<file path="src/core/mcs_pkg.sv">
// Shared constants and types for the monitor conversion sequencer.
// Assumes a 100 MHz system clock and an external ADC that converts on a start pulse.
package mcs_pkg;

  // Clock and conversion timing.
  localparam int unsigned CLK_PERIOD_NS   = 10;
  localparam int unsigned INT_CONV_NS     = 712000;
  localparam int unsigned EXT_CONV_NS     = 1510000;
  localparam int unsigned INT_CONV_CYCLES = INT_CONV_NS / CLK_PERIOD_NS;
  localparam int unsigned EXT_CONV_CYCLES = EXT_CONV_NS / CLK_PERIOD_NS;
  localparam int unsigned TIMER_W         = 18;

  // Averaging: sixteen raw conversions per stored temperature.
  localparam int unsigned AVG_SHIFT       = 4;
  localparam logic [3:0]  AVG_LAST        = 4'hF;

  // Register offsets.
  localparam logic [7:0] ADDR_STATUS1     = 8'h00;
  localparam logic [7:0] ADDR_STATUS2     = 8'h01;
  localparam logic [7:0] ADDR_SUPPLY_LSB  = 8'h03;
  localparam logic [7:0] ADDR_TEMP_LSB    = 8'h04;
  localparam logic [7:0] ADDR_SUPPLY_MSB  = 8'h06;
  localparam logic [7:0] ADDR_INT_MSB     = 8'h07;
  localparam logic [7:0] ADDR_EXT_MSB     = 8'h08;
  localparam logic [7:0] ADDR_CONFIG1     = 8'h18;
  localparam logic [7:0] ADDR_MODE_CTRL   = 8'h19;

  // Field positions.
  localparam int unsigned CFG1_ENABLE_BIT  = 0;
  localparam int unsigned MODE_SEL_LO_BIT  = 0;
  localparam int unsigned MODE_SEL_HI_BIT  = 1;
  localparam int unsigned MODE_SINGLE_BIT  = 4;
  localparam int unsigned MODE_AVG_OFF_BIT = 5;
  localparam int unsigned ST1_INT_HIGH     = 0;
  localparam int unsigned ST1_INT_LOW      = 1;
  localparam int unsigned ST1_EXT_HIGH     = 2;
  localparam int unsigned ST1_EXT_LOW      = 3;
  localparam int unsigned ST2_SUP_HIGH     = 0;
  localparam int unsigned ST2_SUP_LOW      = 1;

  // Reset values.
  localparam logic [7:0] CONFIG1_RESET    = 8'h00;
  localparam logic [7:0] MODE_CTRL_RESET  = 8'h00;

  typedef enum logic [1:0] {ST_IDLE, ST_START, ST_WAIT, ST_STORE} mcs_state_e;
  typedef enum logic [1:0] {CH_SUPPLY, CH_INT, CH_EXT} mcs_chan_e;

  typedef struct packed {
    logic [7:0] addr;
    logic [7:0] wdata;
    logic       we;
    logic       re;
  } mcs_reg_req_s;

  typedef struct packed {
    logic [7:0] intHigh;
    logic [7:0] intLow;
    logic [7:0] extHigh;
    logic [7:0] extLow;
    logic [7:0] supHigh;
    logic [7:0] supLow;
    logic       maskInt;
    logic       maskExt;
    logic       maskSup;
    logic       intActiveHigh;
  } mcs_limits_s;

  typedef struct packed {
    logic signed [13:0] acc;
    logic [3:0]         cnt;
    logic               valid;
    logic [9:0]         result;
  } mcs_avg_state_s;

  typedef struct packed {
    mcs_state_e         state;
    mcs_chan_e          chan;
    logic [TIMER_W-1:0] timer;
    logic [7:0]         cfg1;
    logic [7:0]         modeCtrl;
    logic [7:0]         status1;
    logic [7:0]         status2;
    logic [7:0]         rdData;
    logic [2:0][9:0]    result;
    logic [2:0][7:0]    msb;
    logic [2:0]         lock;
    logic               adcStart;
    logic               adcReset;
    logic               intOut;
  } mcs_seq_state_s;

  localparam mcs_seq_state_s SEQ_STATE_RESET = '{state: ST_IDLE, chan: CH_SUPPLY,
    cfg1: CONFIG1_RESET, modeCtrl: MODE_CTRL_RESET, default: '0};

endpackage : mcs_pkg

</file>
<file path="src/core/mcs_sequencer.sv">
// Measurement sequencer: channel scheduling, averaging, result registers, limits and interrupt.
// Assumes the serial front end presents decoded byte accesses and a transfer-active level.
//
// Contract
// - Single-channel mode converts only the selected channel, repeatedly.
// - Round robin converts supply, internal, external, then repeats continuously.
// - Unmasked temperature results outside limits set flags in status one.
// - Any unmasked out-of-limit flag drives the interrupt at configured polarity.
// - Temperatures span -128 to +127 degrees in quarter-degree 10-bit steps.
// - With averaging on, stored temperature is the mean of 16 conversions.
// - Single-channel conversions follow each other without idle gap.
// - Raw conversion takes 712 us internal, 1.51 ms external.
// - Temperature results split over two byte registers, readable when stored.
// - Mode bit 5 disables averaging; averaging is on after reset.
// - Serial traffic aborts conversion, resets ADC, restarts after transfer.
// - Supply low two bits at 03h, high eight bits at 06h.
// - Unmasked supply result outside limits sets a flag in status two.
// - Supply result is unsigned 10-bit, full scale 3FF means 7 volts.
// - Reference amplifier powered only while monitoring is enabled.
// - Reset leaves round robin with monitoring off until enable bit set.
// - Mode bit 4 selects single-channel; clearing returns to round robin.
// - Low select bit set picks internal; else high bit picks external; both zero picks supply.
// - Reading low-bits register freezes paired high bytes until one is read.
// - Temperature results are two's complement.
// - High check is greater than; low check is less than or equal.
`timescale 1ns/1ps
module mcs_sequencer
  import mcs_pkg::*;
#(
  parameter int unsigned INT_CONV_CYC = INT_CONV_CYCLES,
  parameter int unsigned EXT_CONV_CYC = EXT_CONV_CYCLES
) (
  input  wire logic         sys_clk,
  input  wire logic         rst_n,
  input  wire mcs_reg_req_s regReq,
  output logic [7:0]        regRdData,
  input  wire logic         serialActive,
  input  wire mcs_limits_s  limits,
  output logic              adcStart,
  output logic              adcReset,
  output mcs_chan_e         adcChannel,
  input  wire logic [9:0]   adcData,
  output logic              refPowerOn,
  output logic              intOut
);

  mcs_seq_state_s seqR;
  mcs_seq_state_s seqNxt;
  logic           enabled;
  logic           single;
  logic           avgSample;
  logic           avgClear;
  logic           avgBypass;
  logic           avgLast;
  logic           avgValid;
  logic [9:0]     avgResult;
  logic           anyFlag;
  logic           storeEvt;
  logic           msbRead;
  logic [7:0]     rd;

  function automatic mcs_chan_e selChan(input logic [7:0] mode);
    if (mode[MODE_SEL_LO_BIT]) begin
      selChan = CH_INT;
    end else if (mode[MODE_SEL_HI_BIT]) begin
      selChan = CH_EXT;
    end else begin
      selChan = CH_SUPPLY;
    end
  endfunction : selChan

  function automatic mcs_chan_e rrNext(input mcs_chan_e ch);
    case (ch)
      CH_SUPPLY: rrNext = CH_INT;
      CH_INT:    rrNext = CH_EXT;
      default:   rrNext = CH_SUPPLY;
    endcase
  endfunction : rrNext

  // Wait in cycles for one raw conversion; the supply uses the internal figure.
  function automatic logic [TIMER_W-1:0] convLen(input mcs_chan_e ch);
    if (ch == CH_EXT) begin
      convLen = TIMER_W'(EXT_CONV_CYC);
    end else begin
      convLen = TIMER_W'(INT_CONV_CYC);
    end
  endfunction : convLen

  assign enabled   = seqR.cfg1[CFG1_ENABLE_BIT];
  assign single    = seqR.modeCtrl[MODE_SINGLE_BIT];
  assign avgClear  = serialActive || !enabled;
  assign avgBypass = (seqR.chan == CH_SUPPLY) || seqR.modeCtrl[MODE_AVG_OFF_BIT];
  assign storeEvt  = (seqR.state == ST_STORE) && avgValid;
  assign msbRead   = regReq.re && ((regReq.addr == ADDR_SUPPLY_MSB) ||
                     (regReq.addr == ADDR_INT_MSB) || (regReq.addr == ADDR_EXT_MSB));

  mcs_averager u_avg (
    .sys_clk     (sys_clk),
    .rst_n       (rst_n),
    .clear       (avgClear),
    .sampleValid (avgSample),
    .sample      (adcData),
    .bypass      (avgBypass),
    .lastSample  (avgLast),
    .resultValid (avgValid),
    .result      (avgResult)
  );

  always_comb begin
    seqNxt = seqR;
    seqNxt.adcStart = 1'b0;
    seqNxt.adcReset = serialActive;
    avgSample = 1'b0;
    rd = 8'h00;

    // Register writes.
    if (regReq.we) begin
      case (regReq.addr)
        ADDR_CONFIG1:   seqNxt.cfg1 = regReq.wdata;
        ADDR_MODE_CTRL: seqNxt.modeCtrl = regReq.wdata;
        default: ;
      endcase
    end

    // Register reads and their side effects; flag sets below override the clears.
    if (regReq.re) begin
      case (regReq.addr)
        ADDR_STATUS1: begin
          rd = seqR.status1;
          seqNxt.status1 = 8'h00;
        end
        ADDR_STATUS2: begin
          rd = seqR.status2;
          seqNxt.status2 = 8'h00;
        end
        ADDR_SUPPLY_LSB: begin
          rd = {4'h0, seqR.result[CH_INT][1:0], seqR.result[CH_SUPPLY][1:0]};
          seqNxt.lock[CH_SUPPLY] = 1'b1;
          seqNxt.lock[CH_INT] = 1'b1;
        end
        ADDR_TEMP_LSB: begin
          rd = {6'h00, seqR.result[CH_EXT][1:0]};
          seqNxt.lock[CH_EXT] = 1'b1;
        end
        ADDR_SUPPLY_MSB: begin
          rd = seqR.msb[CH_SUPPLY];
          seqNxt.lock = '0;
        end
        ADDR_INT_MSB: begin
          rd = seqR.msb[CH_INT];
          seqNxt.lock = '0;
        end
        ADDR_EXT_MSB: begin
          rd = seqR.msb[CH_EXT];
          seqNxt.lock = '0;
        end
        ADDR_CONFIG1:   rd = seqR.cfg1;
        ADDR_MODE_CTRL: rd = seqR.modeCtrl;
        default:        rd = 8'h00;
      endcase
      seqNxt.rdData = rd;
    end

    // Conversion sequencing.
    case (seqR.state)
      ST_IDLE: begin
        if (enabled && !serialActive) begin
          seqNxt.chan = single ? selChan(seqR.modeCtrl) : seqR.chan;
          seqNxt.state = ST_START;
        end
      end
      ST_START: begin
        seqNxt.adcStart = 1'b1;
        seqNxt.timer = convLen(seqR.chan);
        seqNxt.state = ST_WAIT;
      end
      ST_WAIT: begin
        if (seqR.timer <= TIMER_W'(1)) begin
          avgSample = 1'b1;
          seqNxt.state = avgLast ? ST_STORE : ST_START;
        end else begin
          seqNxt.timer = seqR.timer - TIMER_W'(1);
        end
      end
      ST_STORE: begin
        if (avgValid) begin
          seqNxt.result[seqR.chan] = avgResult;
          if (!seqR.lock[seqR.chan]) begin
            seqNxt.msb[seqR.chan] = avgResult[9:2];
          end
          case (seqR.chan)
            CH_SUPPLY: begin
              if (!limits.maskSup) begin
                if (avgResult[9:2] > limits.supHigh) begin
                  seqNxt.status2[ST2_SUP_HIGH] = 1'b1;
                end
                if (avgResult[9:2] <= limits.supLow) begin
                  seqNxt.status2[ST2_SUP_LOW] = 1'b1;
                end
              end
            end
            CH_INT: begin
              if (!limits.maskInt) begin
                if ($signed(avgResult[9:2]) > $signed(limits.intHigh)) begin
                  seqNxt.status1[ST1_INT_HIGH] = 1'b1;
                end
                if ($signed(avgResult[9:2]) <= $signed(limits.intLow)) begin
                  seqNxt.status1[ST1_INT_LOW] = 1'b1;
                end
              end
            end
            default: begin
              if (!limits.maskExt) begin
                if ($signed(avgResult[9:2]) > $signed(limits.extHigh)) begin
                  seqNxt.status1[ST1_EXT_HIGH] = 1'b1;
                end
                if ($signed(avgResult[9:2]) <= $signed(limits.extLow)) begin
                  seqNxt.status1[ST1_EXT_LOW] = 1'b1;
                end
              end
            end
          endcase
          seqNxt.chan = single ? selChan(seqR.modeCtrl) : rrNext(seqR.chan);
          seqNxt.state = ST_START;
        end
      end
      default: seqNxt.state = ST_IDLE;
    endcase

    // Serial traffic or a disable aborts whatever conversion is running.
    if (serialActive || !enabled) begin
      seqNxt.state = ST_IDLE;
      seqNxt.adcStart = 1'b0;
    end

    anyFlag = (|seqNxt.status1) || (|seqNxt.status2);
    seqNxt.intOut = limits.intActiveHigh ? anyFlag : !anyFlag;
  end

  always_ff @(posedge sys_clk or negedge rst_n) begin
    if (!rst_n) begin
      seqR <= SEQ_STATE_RESET;
    end else begin
      seqR <= seqNxt;
    end
  end

  assign regRdData  = seqR.rdData;
  assign adcStart   = seqR.adcStart;
  assign adcReset   = seqR.adcReset;
  assign adcChannel = seqR.chan;
  assign refPowerOn = seqR.cfg1[CFG1_ENABLE_BIT];
  assign intOut     = seqR.intOut;
endmodule : mcs_sequencer

</file>
<file path="src/core/mcs_averager.sv">
// Sixteen-sample signed accumulator for temperature conversions.
// Assumes one sample strobe per finished raw conversion; bypass passes samples straight through.
`timescale 1ns/1ps
module mcs_averager
  import mcs_pkg::*;
(
  input  wire logic       sys_clk,
  input  wire logic       rst_n,
  input  wire logic       clear,
  input  wire logic       sampleValid,
  input  wire logic [9:0] sample,
  input  wire logic       bypass,
  output logic            lastSample,
  output logic            resultValid,
  output logic [9:0]      result
);

  mcs_avg_state_s     avgR;
  mcs_avg_state_s     avgNxt;
  logic signed [13:0] sum;

  always_comb begin
    avgNxt = avgR;
    avgNxt.valid = 1'b0;
    lastSample = bypass || (avgR.cnt == AVG_LAST);
    sum = avgR.acc + $signed({{4{sample[9]}}, sample});
    if (clear) begin
      avgNxt.acc = '0;
      avgNxt.cnt = '0;
    end else if (sampleValid) begin
      if (lastSample) begin
        avgNxt.valid = 1'b1;
        avgNxt.result = bypass ? sample : sum[13:AVG_SHIFT];
        avgNxt.acc = '0;
        avgNxt.cnt = '0;
      end else begin
        avgNxt.acc = sum;
        avgNxt.cnt = avgR.cnt + 4'h1;
      end
    end
  end

  always_ff @(posedge sys_clk or negedge rst_n) begin
    if (!rst_n) begin
      avgR <= '0;
    end else begin
      avgR <= avgNxt;
    end
  end

  assign resultValid = avgR.valid;
  assign result      = avgR.result;

endmodule : mcs_averager

</file>
<file path="config.mk">
export PLATFORM = sky130hd
export DESIGN_NAME = mcs_sequencer
export DESIGN_NICKNAME = d
export VERILOG_FILES = /design/src/core/mcs_pkg.sv /design/src/core/mcs_sequencer.sv /design/src/core/mcs_averager.sv
export SDC_FILE = /design/constraint.sdc
export NUM_CORES = 1
export LEC_CHECK = 0
export BUFFER_PORTS_ARGS = -buffer_cell sky130_fd_sc_hd__clkbuf_2
export CAP_MARGIN = 20
export CORE_MARGIN = 2
export CORE_UTILIZATION = 25
export CTS_CLUSTER_SIZE = 40
export DETAILED_ROUTE_END_ITERATION = 8
export GPL_TIMING_DRIVEN = 0
export PLACE_DENSITY = 0.49
export SLEW_MARGIN = 20
export SYNTH_ARGS = -nofsm -noshare
export SYNTH_HDL_FRONTEND = slang
export SYNTH_SLANG_ARGS = --single-unit
export TNS_END_PERCENT = 100
</file>
<file path="constraint.sdc">
create_clock -name sys_clk -period 3.4 [get_ports sys_clk]
set_input_delay 0.51 -clock sys_clk [delete_from_list [all_inputs] [get_ports sys_clk]]
set_output_delay 0.51 -clock sys_clk [all_outputs]
set_load 0.05 [all_outputs]
</file>
==> qor.csv <==
stage,metric,value,unit
timing,max_slew headroom,34.7,%
finish,fraction of final layout cells with drive strength greater than 1,22.7,%
critical_path,CP startpoint kind,flop,
critical_path,peak fanout along the critical path,10,
finish,fillers,3260,
clock_network,clock edge transition at the registers on the reported setup and hold paths,0.06,ns
clock_network,clock tree root driver cell,sky130_fd_sc_hd__clkbuf_16,
logic_synthesis,async set or reset register ratio after synthesis,100,%
clock_network,CTS resizes,0,
logic_synthesis,fraction of the yosys area taken by sequential cells,40.7,%
grt,via count of the first global-routing pass,6127,
logic_synthesis,Synth Area in XOR/XNOR,1.69,%
placement,IO buf count,93,
routing,remaining antenna violation count after routing,0,
timing,post-layout worst setup margin,0.333,ns
placement,final HPWL from detailed placement,15800,µm
timing,Final Hold Slack,0.0331,ns
logic_synthesis,Yosys cell types,67,
clock_network,number of hold buffers added after cts,0,
placement,final weighted congestion in routability-driven placement,0.795,
timing,Final Hold Fails,0,
clock_network,CTS sink count,126,
logic_synthesis,share of cell area taken by muxes after synthesis,10.4,%
power_and_ir_drop,Static Leakage,0.00462,µW
logic_synthesis,area share of the leading cell type in the synthesized netlist,40.7,%
routing,detailed-route wire length,21200,µm
timing,fmax,326,MHz
critical_path,kind of critical path,reg2reg,
logic_synthesis,gate count of the mapped netlist,782,
logic_synthesis,Synth area leaders,"sky130_fd_sc_hd__dfrtp_1, sky130_fd_sc_hd__ha_1, sky130_fd_sc_hd__mux2_2, sky130_fd_sc_hd__o21ai_0, sky130_fd_sc_hd__inv_1",
power_and_ir_drop,"sum of internal, switching and leakage power",4260,µW
critical_path,CP Data Arrival Time,3.42,ns
timing,Setup Skew,0.00993,ns
finish,final instance area,9360,µm²
logic_synthesis,"Net Count, Synth",935,
logic_synthesis,largest family of logic cells by synthesized area,compound AO/OA/AOI/OAI gates,
floorplan,DIE AREA,32400,µm²
timing,setup repair after global routing missed its margin,false,
routing,Residual DRC,0,
critical_path,CP max stage cell,sky130_fd_sc_hd__dfrtp_1,
critical_path,required time of the critical path,3.75,ns
timing,share of the clock period used by the worst path after layout,90.2,%
clock_network,maximum clock insertion buffer count,2,
clock_network,"Clk Latency, worst-skew pair",0.42,ns
finish,P&R area growth vs syn,20.7,%
logic_synthesis,"count leader, synth",sky130_fd_sc_hd__dfrtp_1,
floorplan,Die Y,180,µm
finish,Antenna diodes,0,
grt,first-pass GRT wire length,33700,µm
logic_synthesis,number of enable flip-flop cells after synthesis,0,
grt,total global-route track usage,13.3,%
timing,measured slew at the worst slew-check pin,0.976,ns
critical_path,"critical path, cell by cell",ha_1 -> and3_1 -> a211oi_1 -> o21ai_0 -> a31oi_1 -> o32ai_1 -> or4_1 -> nor4b_2 -> xor2_1,
flow_run,Max Cap Viol,0,
placement,minimum setup slack after placement,0.277,ns
grt,Overflow after GRT,0,
timing,number of setup violations in the final report,0,
floorplan,core outline area,30600,µm²
critical_path,Max stage delay on crit path,0.72,ns
logic_synthesis,Synth Cell Area,7750,µm²
grt,pin count of the biggest net entering global routing,77,
finish,final core utilization,30.6,%
logic_synthesis,"Top FF cell, synth",sky130_fd_sc_hd__dfrtp_1,
timing,number of pins with negative max-slew slack in the final report,0,
routing,vias per std cell,4.75,
hold_path,type of the most critical hold path,in2async,
power_and_ir_drop,largest voltage drop on the vdd net,0.327,mV
floorplan,I/O pin total,97,
routing,post-detailed-route wirelength per cell,16.3,µm
logic_synthesis,cell types with the highest counts after synthesis,"sky130_fd_sc_hd__dfrtp_1, sky130_fd_sc_hd__inv_1, sky130_fd_sc_hd__ha_1",
clock_network,number of CTS-inserted buffers,17,
critical_path,"Largest delay share family, worst path",simple AND/OR/NAND/NOR gates,
run_status,result of the run,"finished, final reports clean",
critical_path,type of element capturing the critical path,flop,
floorplan,die boundary width,180,µm
clock_network,number of levels the H-tree was split into,4,
floorplan,Site Rows,64,
logic_synthesis,compound-gate portion of the synthesized area,17.0,%
finish,sequential cell area in the final layout,3150,µm²
logic_synthesis,synthesis-stage register bit count,126,
grt,initial antenna violation count,0,
clock_network,TritonCTS clock tree,built,
timing,final period demand of the worst path,3.07,ns
finish,count of nets after finishing,1048,
logic_synthesis,yosys warns,0,
floorplan,initial core utilization,25.4,%
routing,total iterations of the first detailed-routing run,4,
placement,Placed Instance Area,8750,µm²
routing,initial DRC count,447,
finish,Multi-input gate area,4180,µm²
logic_synthesis,post-synthesis area per instance,9.92,µm²
logic_synthesis,post-synthesis adder-cell area fraction,11.4,%
logic_synthesis,largest area contributor in the synthesized netlist,sky130_fd_sc_hd__dfrtp_1,
power_and_ir_drop,Pwr per Cell Area,455,nW/µm²
logic_synthesis,"basic-gate share of the synthesized area counting and, or, nand and nor cells",13.5,%
critical_path,number of buffers and inverters on the critical path,0,
clock_network,count of buffers added by post-CTS timing repair for setup,0,
routing,Via Count,6194,
[metal layers]
| layer | up-vias | track usage [%] | share of wire (%) |
|---|---|---|---|
| met3 | 19 | 2.81 | 3.1 |
| met2 | 93 | 22.3 | 48 |
| met4 | 0 | 3.45 | 1.2 |
| met5 | - | 0 | 0 |
| met1 | 3007 | 17.6 | 48 |
| li1 | 3075 | - | - |
[flip-flops by register name, summed over array words and instances, names as in the netlist, 2 cells and up]
register	flops
regRdData	8
u_avg.result	10
seqR	83
u_avg.avgR	18
adcChannel	2
[cell families (layout without fill, tap and decap cells)]
family | after synthesis | after routing
AO/OA/AOI/OAI | 200 | 200
adder cells (fa/ha/maj) | 70 | 70
buffers and inverters | 103 | 228
flip-flops | 126 | 126
multiplexers | 74 | 74
XOR/XNOR | 15 | 15
AND/OR/NAND/NOR | 194 | 194
[per-stage QoR]
step	cells	TNS (ns)
floorplan	782	0
global placement	1271	-52.74
detailed placement	1272	0
CTS	1303	0
global route	1303	0
finish	1303	0
[where the power goes]
| part | internal, µW | switching (µW) |
|---|---|---|
| combinational | 284 | 396 |
| sequential | 1580 | 102 |
| clock | 1170 | 716 |
[final timing paths]
kind                                  end             from  slack [ns]  cells after the start
setup / recovery                   intOut  u_avg.result[6]        0.33                      9
hold / removal               regRdData[4]            rst_n        0.03                      1
setup reg to reg                   intOut  u_avg.result[6]        0.33                      9
hold reg to reg            u_avg.avgR[14]   u_avg.avgR[14]        0.49                      1
max in group asynchronous       seqR[104]            rst_n        2.62                      2
min in group sys_clk             adcReset     serialActive        0.25                      1
[cell usage in the layout (no fill, tap or decap), types with 13 or more instances in the layout]
| cell | instances |
|---|---|
| sky130_fd_sc_hd__mux2_2 | 50 |
| sky130_fd_sc_hd__mux2i_1 | 24 |
| sky130_fd_sc_hd__a21o_1 | 13 |
| sky130_fd_sc_hd__ha_1 | 69 |
| sky130_fd_sc_hd__clkbuf_1 | 21 |
| sky130_fd_sc_hd__clkbuf_2 | 92 |
| sky130_fd_sc_hd__nand3_1 | 19 |
| sky130_fd_sc_hd__dfrtp_1 | 126 |
| sky130_fd_sc_hd__o21ai_0 | 56 |
| sky130_fd_sc_hd__a22o_1 | 16 |
| sky130_fd_sc_hd__clkbuf_16 | 17 |
| sky130_fd_sc_hd__nand2_1 | 40 |
| sky130_fd_sc_hd__a21oi_1 | 31 |
| sky130_fd_sc_hd__a211oi_1 | 13 |
| sky130_fd_sc_hd__nor2_1 | 46 |
| sky130_fd_sc_hd__inv_1 | 72 |
[layout make-up]
| class | instances | share of cell area (%) |
|---|---|---|
| plain buffers | 31 | 1.64 |
| inverters | 72 | 2.89 |
| clock buffers | 19 | 4.73 |
| repair buffers | 94 | 5.36 |
| well taps | 396 | 5.29 |
| multi-input cells | 553 | 44.6 |
| flip-flops and latches | 126 | 33.7 |
| clock inverters | 12 | 1.74 |
Power figures use the tool's default switching activity.
